$ cat src/design/hti_regs.vh
`ifndef HTI_REGS_VH
`define HTI_REGS_VH
// ----------------------------------------
// register offsets
// ----------------------------------------
`define HTI_ADDR_ERR       8'h03
`define HTI_ADDR_HUM_LO    8'h04
`define HTI_ADDR_HUM_HI    8'h05
`define HTI_ADDR_TMP_LO    8'h06
`define HTI_ADDR_TMP_HI    8'h07
`define HTI_ADDR_RAW_LO    8'h0a
`define HTI_ADDR_RAW_HI    8'h0b
`define HTI_ADDR_CAP_CTRL  8'h2c
// ----------------------------------------
// field positions and reset values
// ----------------------------------------
`define HTI_ERR_BIT        0
`define HTI_EXT_CAP_BIT    4
`define HTI_INT_CAP_MSB    3
`define HTI_INT_CAP_LSB    0
`define HTI_EXT_CAP_RST    1'b0
`define HTI_INT_CAP_RST    4'h0
`define HTI_RAW_RST        16'h0000
`define HTI_ERR_RST        1'b0
// ----------------------------------------
// bus constants
// ----------------------------------------
`define HTI_DEV_ADDR       7'h7f
`define HTI_REG_COUNT      64
`endif

$ cat src/design/hti_regmem.v
`timescale 1ns/10ps
`default_nettype none
// ----------------------------------------
// small register image, registered read
// ----------------------------------------
module hti_regmem #(
    parameter AW = 6
) (
    input  wire          mclk,
    input  wire          ce,
    input  wire [AW-1:0] raddr,
    input  wire [7:0]    rbank,    // flat view selected by caller
    output reg  [7:0]    rdata_q
);
    // read data captured on the clock so it is stable during shifting
    always @(posedge mclk) begin
        if (ce) begin
            rdata_q <= rbank;
        end
    end
    wire unused_ok = &{1'b0, raddr};
endmodule
`default_nettype wire

$ cat src/design/hti_i2c_target.v
// Functional notes
// - raw capacitance high byte readable at 0bh
// - bit 4 of 2ch connects external capacitance
// - bits 3-0 of 2ch pick internal capacitance
// - humidity code at 04h low, 05h high
// - temperature code at 06h low, 07h high
// - read uses pointer write, restart, read address
// - read returns pointer byte then increments
// - write: address with bit 0, then pointer
// - byte after pointer stored at pointer
// - further write bytes go to next registers
// - start/stop are sda edges while scl high
// - repeated start accepted without a stop
// - answer only to address 7fh
`timescale 1ns/10ps
`default_nettype none
`include "hti_regs.vh"
module hti_i2c_target (
    input  wire        mclk,
    input  wire        rst_n,
    input  wire        ce,
    input  wire        scl_i,             // bus clock pin
    input  wire        sda_i,             // bus data pin
    output wire        sda_o,             // always low when driving
    output wire        sda_oe,            // high while pulling sda low
    input  wire [9:0]  humidity_code,     // corrected humidity result
    input  wire [10:0] temperature_code,  // corrected temperature result
    input  wire [15:0] raw_cap,           // uncorrected capacitance result
    input  wire        raw_cap_valid,     // one-cycle load of raw_cap
    input  wire        det_error_set,     // one-cycle detection error event
    output reg         external_cap_connect,
    output reg  [3:0]  internal_cap_select,
    output reg         det_error_q        // detection error flag
);
    // ----------------------------------------
    // states, one-hot
    // ----------------------------------------
    localparam S_IDLE = 5'b00001;     // wait for start
    localparam S_RX   = 5'b00010;     // shifting a byte in
    localparam S_ACK  = 5'b00100;     // driving our ack, or ending a master ack
    localparam S_TX   = 5'b01000;     // shifting a byte out
    localparam S_MACK = 5'b10000;     // sampling master ack

    // ----------------------------------------
    // pin synchronisers and edge detect
    // ----------------------------------------
    reg  [1:0] scl_sync_q;            // two flops on scl
    reg  [1:0] sda_sync_q;            // two flops on sda
    reg        scl_last_q;            // previous synchronised scl
    reg        sda_last_q;            // previous synchronised sda
    wire       scl_s = scl_sync_q[1];
    wire       sda_s = sda_sync_q[1];
    wire       scl_rise = scl_s & ~scl_last_q;
    wire       scl_fall = ~scl_s & scl_last_q;
    wire       start_det = scl_s & scl_last_q & sda_last_q & ~sda_s;
    wire       stop_det  = scl_s & scl_last_q & ~sda_last_q & sda_s;

    always @(posedge mclk or negedge rst_n) begin
        if (!rst_n) begin
            scl_sync_q <= 2'b11;
            sda_sync_q <= 2'b11;
            scl_last_q <= 1'b1;
            sda_last_q <= 1'b1;
        end else if (ce) begin
            scl_sync_q <= {scl_sync_q[0], scl_i};
            sda_sync_q <= {sda_sync_q[0], sda_i};
            scl_last_q <= scl_s;
            sda_last_q <= sda_s;
        end
    end

    // ----------------------------------------
    // protocol state
    // ----------------------------------------
    reg [4:0] state_q;
    reg [7:0] shift_q;                // receive/transmit shift register
    reg [3:0] bitcnt_q;               // bits done in current byte
    reg [7:0] ptr_q;                  // register pointer
    reg       addr_phase_q;           // next byte is the address byte
    reg       ptr_phase_q;            // next written byte is the pointer
    reg       rd_mode_q;              // current transfer is a read
    reg       drive_q;                // pulling sda low
    reg [7:0] rdata;                  // read mux
    wire [7:0] rdata_q;               // registered read byte
    reg [15:0] raw_q;                 // held raw capacitance result

    // read mux: reserved bits zero
    always @* begin
        case (ptr_q)
            `HTI_ADDR_ERR:      rdata = {7'h00, det_error_q};
            `HTI_ADDR_HUM_LO:   rdata = humidity_code[7:0];
            `HTI_ADDR_HUM_HI:   rdata = {6'h00, humidity_code[9:8]};
            `HTI_ADDR_TMP_LO:   rdata = temperature_code[7:0];
            `HTI_ADDR_TMP_HI:   rdata = {5'h00, temperature_code[10:8]};
            `HTI_ADDR_RAW_LO:   rdata = raw_q[7:0];
            `HTI_ADDR_RAW_HI:   rdata = raw_q[15:8];
            `HTI_ADDR_CAP_CTRL: rdata = {3'h0, external_cap_connect, internal_cap_select};
            default:            rdata = 8'h00;
        endcase
    end

    // registered read data
    hti_regmem #(
        .AW (8)
    ) u_rdmem (
        .mclk    (mclk),
        .ce      (ce),
        .raddr   (ptr_q),
        .rbank   (rdata),
        .rdata_q (rdata_q)
    );

    // ----------------------------------------
    // raw capacitance holding register
    // ----------------------------------------
    always @(posedge mclk or negedge rst_n) begin
        if (!rst_n) begin
            raw_q <= `HTI_RAW_RST;
        end else if (ce && raw_cap_valid) begin
            raw_q <= raw_cap;
        end
    end

    // write strobe for a data byte
    wire wr_byte = (state_q == S_RX) && scl_fall && (bitcnt_q == 4'd8)
                   && !addr_phase_q && !ptr_phase_q;
    wire [7:0] wr_data = shift_q;

    // pointer advance, shared by read and write streaming, wraps past ffh
    function [7:0] ptr_step;
        input [7:0] ptr;
        begin
            ptr_step = ptr + 8'h01;
        end
    endfunction

    // ----------------------------------------
    // writable registers
    // ----------------------------------------
    always @(posedge mclk or negedge rst_n) begin
        if (!rst_n) begin
            external_cap_connect <= `HTI_EXT_CAP_RST;
            internal_cap_select  <= `HTI_INT_CAP_RST;
            det_error_q          <= `HTI_ERR_RST;
        end else if (ce) begin
            if (wr_byte && ptr_q == `HTI_ADDR_CAP_CTRL) begin
                external_cap_connect <= wr_data[`HTI_EXT_CAP_BIT];
                internal_cap_select  <= wr_data[`HTI_INT_CAP_MSB:`HTI_INT_CAP_LSB];
            end
            // set wins over the write-one clear
            if (det_error_set) begin
                det_error_q <= 1'b1;
            end else if (wr_byte && ptr_q == `HTI_ADDR_ERR && wr_data[`HTI_ERR_BIT]) begin
                det_error_q <= 1'b0;
            end
        end
    end

    // ----------------------------------------
    // bus state machine
    // ----------------------------------------
    always @(posedge mclk or negedge rst_n) begin
        if (!rst_n) begin
            state_q      <= S_IDLE;
            shift_q      <= 8'h00;
            bitcnt_q     <= 4'd0;
            ptr_q        <= 8'h00;
            addr_phase_q <= 1'b0;
            ptr_phase_q  <= 1'b0;
            rd_mode_q    <= 1'b0;
            drive_q      <= 1'b0;
        end else if (ce) begin
            if (stop_det) begin
                state_q <= S_IDLE;
                drive_q <= 1'b0;
            end else if (start_det) begin
                // start or repeated start, pointer kept
                state_q      <= S_RX;
                bitcnt_q     <= 4'd0;
                addr_phase_q <= 1'b1;
                drive_q      <= 1'b0;
            end else begin
                case (state_q)
                    S_RX: begin
                        if (scl_rise && bitcnt_q != 4'd8) begin
                            shift_q  <= {shift_q[6:0], sda_s};
                            bitcnt_q <= bitcnt_q + 4'd1;
                        end else if (scl_fall && bitcnt_q == 4'd8) begin
                            bitcnt_q <= 4'd0;
                            if (addr_phase_q) begin
                                addr_phase_q <= 1'b0;
                                if (shift_q[7:1] == `HTI_DEV_ADDR) begin
                                    rd_mode_q   <= shift_q[0];
                                    ptr_phase_q <= ~shift_q[0];
                                    drive_q     <= 1'b1;
                                    state_q     <= S_ACK;
                                end else begin
                                    state_q <= S_IDLE;
                                end
                            end else begin
                                if (ptr_phase_q) begin
                                    ptr_q       <= shift_q;
                                    ptr_phase_q <= 1'b0;
                                end else begin
                                    ptr_q <= ptr_step(ptr_q);
                                end
                                drive_q <= 1'b1;
                                state_q <= S_ACK;
                            end
                        end
                    end
                    S_ACK: begin
                        if (scl_fall) begin
                            if (rd_mode_q) begin
                                shift_q  <= rdata_q;
                                drive_q  <= ~rdata_q[7];
                                bitcnt_q <= 4'd1;
                                state_q  <= S_TX;
                            end else begin
                                drive_q <= 1'b0;
                                state_q <= S_RX;
                            end
                        end
                    end
                    S_TX: begin
                        if (scl_fall) begin
                            if (bitcnt_q == 4'd8) begin
                                drive_q <= 1'b0;
                                ptr_q   <= ptr_step(ptr_q);
                                state_q <= S_MACK;
                            end else begin
                                shift_q  <= {shift_q[6:0], 1'b0};
                                drive_q  <= ~shift_q[6];
                                bitcnt_q <= bitcnt_q + 4'd1;
                            end
                        end
                    end
                    S_MACK: begin
                        if (scl_rise) begin
                            // ack continues, nack goes back to idle
                            state_q <= sda_s ? S_IDLE : S_ACK;
                        end
                    end
                    S_IDLE: begin
                        drive_q <= 1'b0;
                    end
                    default: begin
                        state_q <= S_IDLE;
                    end
                endcase
            end
        end
    end

    // open drain: only ever pull low
    assign sda_o  = 1'b0;
    assign sda_oe = drive_q;
endmodule
`default_nettype wire

$ cat config.mk
export PLATFORM = sky130hd
export DESIGN_NAME = hti_i2c_target
export DESIGN_NICKNAME = d
export VERILOG_FILES = /design/src/design/hti_regmem.v /design/src/design/hti_i2c_target.v
export VERILOG_INCLUDE_DIRS = /design/src /design/src/design
export SDC_FILE = /design/constraint.sdc
export NUM_CORES = 1
export LEC_CHECK = 0
export BUFFER_PORTS_ARGS = -buffer_cell sky130_fd_sc_hd__buf_4
export CAP_MARGIN = 5
export CORE_UTILIZATION = 45
export CTS_BUF_LIST = sky130_fd_sc_hd__clkbuf_8
export CTS_CLUSTER_SIZE = 16
export DETAILED_ROUTE_END_ITERATION = 16
export PLACE_DENSITY = 0.65
export REMOVE_ABC_BUFFERS = 1
export SYNTH_ARGS = -nofsm -noshare
export SYNTH_HDL_FRONTEND = slang
export SYNTH_SLANG_ARGS = --single-unit
export TNS_END_PERCENT = 30
$ cat constraint.sdc
create_clock -name mclk -period 6.3 [get_ports mclk]
set_input_delay 0 -clock mclk [delete_from_list [all_inputs] [get_ports mclk]]
set_output_delay 0 -clock mclk [all_outputs]
set_load 0.03 [all_outputs]
### After elaboration in Yosys (flattened, before gate mapping)

Index checks and enable logic that the tools add are counted.

| storage, ports and cells | value |
|---|---|
| flip-flop bits (word level) | 65 |
| output and inout port bits | 8 |

| cells by class | value |
|---|---|
| add/subtract/negate cells | 2 |
| eq/ne operators | 40 |
| mux-type cells | 54 |
| bitwise gates (word level) | 17 |
| reductions and logical operators | 29 |

Operators by type and width:

| kind | count |
|---|---|
| $mux W8 | 11 |
| $pmux W8 S8 | 1 |
| $mux W5 | 9 |
| $eq A8 B3 Y1 const B | 4 |
| $mux W4 | 8 |
| $pmux W5 S5 | 1 |
| $ne A4 B4 Y1 const B | 6 |
| $pmux W8 S3 | 1 |
| $reduce_and A8 Y1 | 3 |
| $mux W1 | 18 |
| $reduce_and A9 Y1 | 2 |
| $eq A8 B4 Y1 const B | 2 |
| $ne A2 B2 Y1 const B | 8 |
| $pmux W8 S2 | 1 |
| $ne A3 B3 Y1 const B | 5 |
| $reduce_and A7 Y1 | 2 |
| $pmux W4 S3 | 1 |
| $logic_and A1 B1 Y1 | 10 |
| $not A1 Y1 | 10 |
| $add A8 B1 Y8 const B | 1 |
| $eq A8 B2 Y1 const B | 1 |
| $eq A8 B6 Y1 const B | 1 |
| $reduce_bool A2 Y1 | 4 |
| $and A1 B1 Y1 | 7 |
| other kinds (20) | 25 |

### Depth between registers and ports, before layout

| logic depth | value |
|---|---|
| depth in word-level cells | 10 |
| gate-level depth with buffers | 9 |
| mapped depth without buffers | 7 |

### Modules after synthesis

A second synthesis with hierarchy kept.

| second synthesis, totals | value |
|---|---|
| cell total of the unflattened synthesis | 351 |
| area total of the unflattened synthesis | 3684.8 µm² |

By module, submodules not included:

| module | instances | cells each | area each (µm²) | seq. area each (µm²) |
|---|---|---|---|---|
| hti_i2c_target | 1 | 343 | 3444.6 | 1435.1 |
| hti_regmem | 1 | 8 | 240.2 | 240.2 |

### Worst setup path before layout

Ideal clock, no wire load.

| timing path | value |
|---|---|
| kind | register to register |
| from | reg state_q[2] |
| to | reg bitcnt_q[2] |
| arrival | 1.955 ns |
| setup slack | 4.219 ns |
| cell stages (with the launch flop) | 7 |
| buffers on the path | 1 |
| cell sequence | dfrtp_1 buf_6 or3b_4 o32a_4 a221oi_4 a2bb2oi_2 a221o_1 |

| between the ends | value |
|---|---|
| word-level cells in the longest chain between the ends | 3 |

RTL lines:

| item | RTL line | source |
|---|---|---|
| start: declaration | hti_i2c_target.v:75 | `reg [4:0] state_q;` |
| start signal: assignment | hti_i2c_target.v:241 | `state_q <= sda_s ? S_IDLE : S_ACK;` |
| $eq A5 B2 Y1 (tied with other cells) | hti_i2c_target.v:183 | `case (state_q)` |
| $ne A4 B2 Y1 (no source line) (tied with other cells) | n/a |  |
| $reduce_and A8 Y1 (no source line) / $mux W4 (equally long branches) | n/a |  |
| end signal: assignment | hti_i2c_target.v:187 | `bitcnt_q <= bitcnt_q + 4'd1;` |
| end signal: assignment | hti_i2c_target.v:234 | `bitcnt_q <= bitcnt_q + 4'd1;` |
| end: declaration | hti_i2c_target.v:77 | `reg [3:0] bitcnt_q;` |

Parallel ways exist; a longest one is shown, timed or not.
A chain may end at the register's enable or synchronous reset.

### Worst setup path after layout

| timing path | value |
|---|---|
| from | reg ptr_q[0] |
| to | reg u_rdmem.rdata_q[1], data pin |

| between the ends | value |
|---|---|
| word-level cells in the longest chain between the ends | 2 |

RTL lines:

| item | RTL line | source |
|---|---|---|
| start: declaration | hti_i2c_target.v:78 | `reg [7:0] ptr_q;` |
| start signal: assignment | hti_i2c_target.v:202 | `ptr_q <= shift_q;` |
| start signal: assignment | hti_i2c_target.v:205 | `ptr_q <= ptr_step(ptr_q);` |
| start signal: assignment | hti_i2c_target.v:229 | `ptr_q <= ptr_step(ptr_q);` |
| $eq A8 B6 Y1 (tied with other cells) | hti_i2c_target.v:89 | `case (ptr_q)` |
| $pmux W8 S8 (*) | hti_i2c_target.v:89 |  |
| named net rdata[1] | hti_i2c_target.v:83 | `reg [7:0] rdata;` |
| end signal: assignment | hti_regmem.v:18 | `rdata_q <= rbank;` |
| end: declaration | hti_regmem.v:13 | `output reg [7:0] rdata_q` |

The timed path passes the listed nets; every way through them passes the cells marked *.

==> reports/metrics.cfg <==
[floorplanning]
dieArea_sq_um = 8660
die_h_microns = 93.1
initial_core_util = 0.473
num_io_pins = 52
core-area_sq_um = 7890
die_w_microns = 93.1
row_count = 32

[synth]
synth-seq-cells = 65
synth_cells = 366
yosysTopAreaCellShare = 0.335
synth_edf_count = 8
async_reset_ff_frac = 0.877
synth_cell_types = 62
ys_seq_area_frac = 0.449
yosysTopAreaCell = dfrtp_1
syn-cell-area_sq_um = 3730
yosys-top-cells-area = dfrtp_1, mux2_2, edfxtp_1, dfstp_2, nand2_1
ys_warn_count = 0
ys.flop_type = dfrtp_1
syn_avg_cell_area_sq_um = 10.2

[clock_tree]
cts.clk_slew.worst_paths_ns = 0.07
cts_buffer_depth = 2
cts_made_buffers = 9
post_cts_buffers = 0
clock_latency_ns = 0.34
cts_resized = 0
root_buffer = clkbuf_8
htree_levels = 3
cts-hold-fix-buffers = 20
clock_sinks = 65
tritoncts = done

[global_routing]
grt_max_degree = 58
grtUsageTotal = 0.225
grt_first_pass_wirelength_mm = 15.1
antenna_found_initial = 0
grt_overflow = 0
grt_pass1_vias = 2973

[flow_run]
drv_cap = 0

[power]
leakagePower_uw = 0.00196
clkPwrFrac = 0.343
ir_drop_mv = 0.172
seq_power_share = 0.470
p_int_uw = 808
power.density_nw_per_um2 = 248
combPwrFrac = 0.187
swShare = 0.287
p_sw_uw = 326

[hold_path]
min_path_type = in2reg

[routing]
vias_per_cell = 5.84
drt-pass1-iter-count = 5
routed_wl_mm = 9.03
routed-via-count = 3131
wl_per_cell_microns = 16.8
drtIter0Drc = 258
ant_nets = 0
drc = 0

[finish]
multiInputGateArea_sq_um = 1900
ff_latch_area_sq_um = 1680
layout.nets = 480
area_delta_synth_final_pct = 22.7
insertedDiodeCount = 0
utilization = 0.580
drive_gt1_frac = 0.267
n_fill_cell = 672
fin_area_sq_um = 4580

[timing]
skew_ns = 0.0117
tightest_slew_ns = 0.885
setup_viol = 0
rsz0062_at_grt = no
min_period_ns = 2.44
slew_headroom = 0.407
fin_tns_setup_ns = 0
fin_crit_sh = 0.387
finalHoldViolCount = 0
fin_ws_ns = 3.86
slew_viol_final = 0
fmax_ghz = 0.411

[placed_design]
place_area_sq_um = 4160
place.gp.congestion = 0.910
dp_slack_ns = 3.92
port_buffers = 50
dp_hpwl_mm = 6.28

[worst_setup_path]
path_max_fanout = 5
cp-start-kind = register
required_ns = 6.48
path_class = reg2reg
crit_path_end_kind = register
critPathArrivalTime_ns = 2.62

[run_status]
status = complete, no violations

[critical path, cell delays in order (launching register included)]
cell,delay [ns]
dfrtp_1,0.44
inv_1,0.13
ha_1,0.15
or4b_2,0.67
nor2_1,0.42
a21oi_1,0.14
o21ai_0,0.19
o2bb2ai_1,0.14
[layer usage]
metal,vias to the layer above,wire length (microns),GRT usage
li1,1497,-,-
met1,1500,4170,0.311
met2,115,4210,0.350
met3,19,459,0.0455
met4,0,187,0.0808
met5,-,0,0
[cells in the mapped netlist (3+ instances only)]
master and instances:
o2bb2ai_1 6, a22oi_1 16, mux2i_1 10, dfrtp_1 50, nand3_1 11, mux2_2 34, ha_1 6, a31oi_1 4
nand2_1 37, o22ai_1 12, nand2b_1 5, nor3_1 8, nor2b_1 8, o211ai_1 4, nor2_1 13, nand4_1 4
dfstp_2 7, o21ai_0 16, and2_1 5, and3b_1 3, o22a_1 3, a21oi_1 13, clkbuf_1 15, inv_1 19
and4_1 3, a2bb2oi_1 3, edfxtp_1 8
[cell usage in the layout (no fill, tap or decap), types with 8 or more instances in the layout]
cell type | synthesis | final
inv_1 | 19 | 19
edfxtp_1 | 8 | 8
nand3_1 | 11 | 11
a21oi_1 | 13 | 13
o22ai_1 | 12 | 12
nor2b_1 | 8 | 8
o21ai_0 | 16 | 16
buf_4 | 1 | 51
nand2_1 | 37 | 37
dfrtp_1 | 50 | 50
clkbuf_8 | 0 | 9
nor3_1 | 8 | 8
a22oi_1 | 16 | 16
dlygate4sd3_1 | 0 | 20
nor2_1 | 13 | 13
mux2_2 | 34 | 34
mux2i_1 | 10 | 10
[layout make-up]
type                            instances  share of cell area
Clock buffer                            9              0.0271
Clock inverter                          6              0.0200
Inverter                               19              0.0156
Multi-Input combinational cell        264               0.416
Sequential cell                        65               0.366
Tap cell                              102              0.0279
Timing Repair Buffer                   71               0.127
[flip-flops by register name (all words and copies together) (netlist names)]
| name | cells |
|---|---|
| raw_q | 16 |
| ptr_q | 8 |
| shift_q | 8 |
| u_rdmem.rdata_q | 8 |
| state_q | 5 |
| bitcnt_q | 4 |
| internal_cap_select | 4 |
| scl_sync_q | 2 |
| sda_sync_q | 2 |
| addr_phase_q | 1 |
| det_error_q | 1 |
| external_cap_connect | 1 |
| ptr_phase_q | 1 |
| rd_mode_q | 1 |
| scl_last_q | 1 |
| sda_last_q | 1 |
| sda_oe | 1 |
[power by group through the flow]
stage / Clock (uW) / Combinational [uW] / Sequential, uW
after floorplan: 0 / 133 / 529
after global placement: 0 / 197 / 540
after detailed placement: 0 / 201 / 542
after CTS: 397 / 211 / 533
after global routing: 419 / 234 / 543
final: 389 / 212 / 533
[through the flow]
step                std cells  hold slack (ns)  total power [uW]
floorplan                 348           -0.296               662
CTS                       536           0.0367              1140
detailed placement        501            0.119               743
global route              536           0.0444              1200
finish                    536           0.0488              1130
global placement          501            0.118               737
[cells by family (layout without fill, tap and decap cells)]
group	after synthesis	in the layout	share of synthesized area
other	1	1	0.00101
adders and majority gates	6	6	0.0201
xor gates and xnor gates	2	2	0.00470
DFF	65	65	0.449
and+or+nand+nor	110	110	0.154
buffers and inverters	37	105	0.0406
muxes	44	44	0.129
AOI/OAI and AO/OA	101	101	0.201
[final timing paths]
check                              start  cells past startpoint                      to  slack [ns]
worst max-delay path            ptr_q[0]                      7      u_rdmem.rdata_q[1]        3.86
worst min-delay path                  ce                      3              sda_last_q        0.05
worst max register to register  ptr_q[0]                      7      u_rdmem.rdata_q[1]        3.86
worst min register to register  raw_q[8]                      1                raw_q[8]        0.51
max in group asynchronous          rst_n                      2  internal_cap_select[1]        5.54
min in group asynchronous          rst_n                      2             bitcnt_q[2]        0.25
Power figures use the tool's default switching activity.
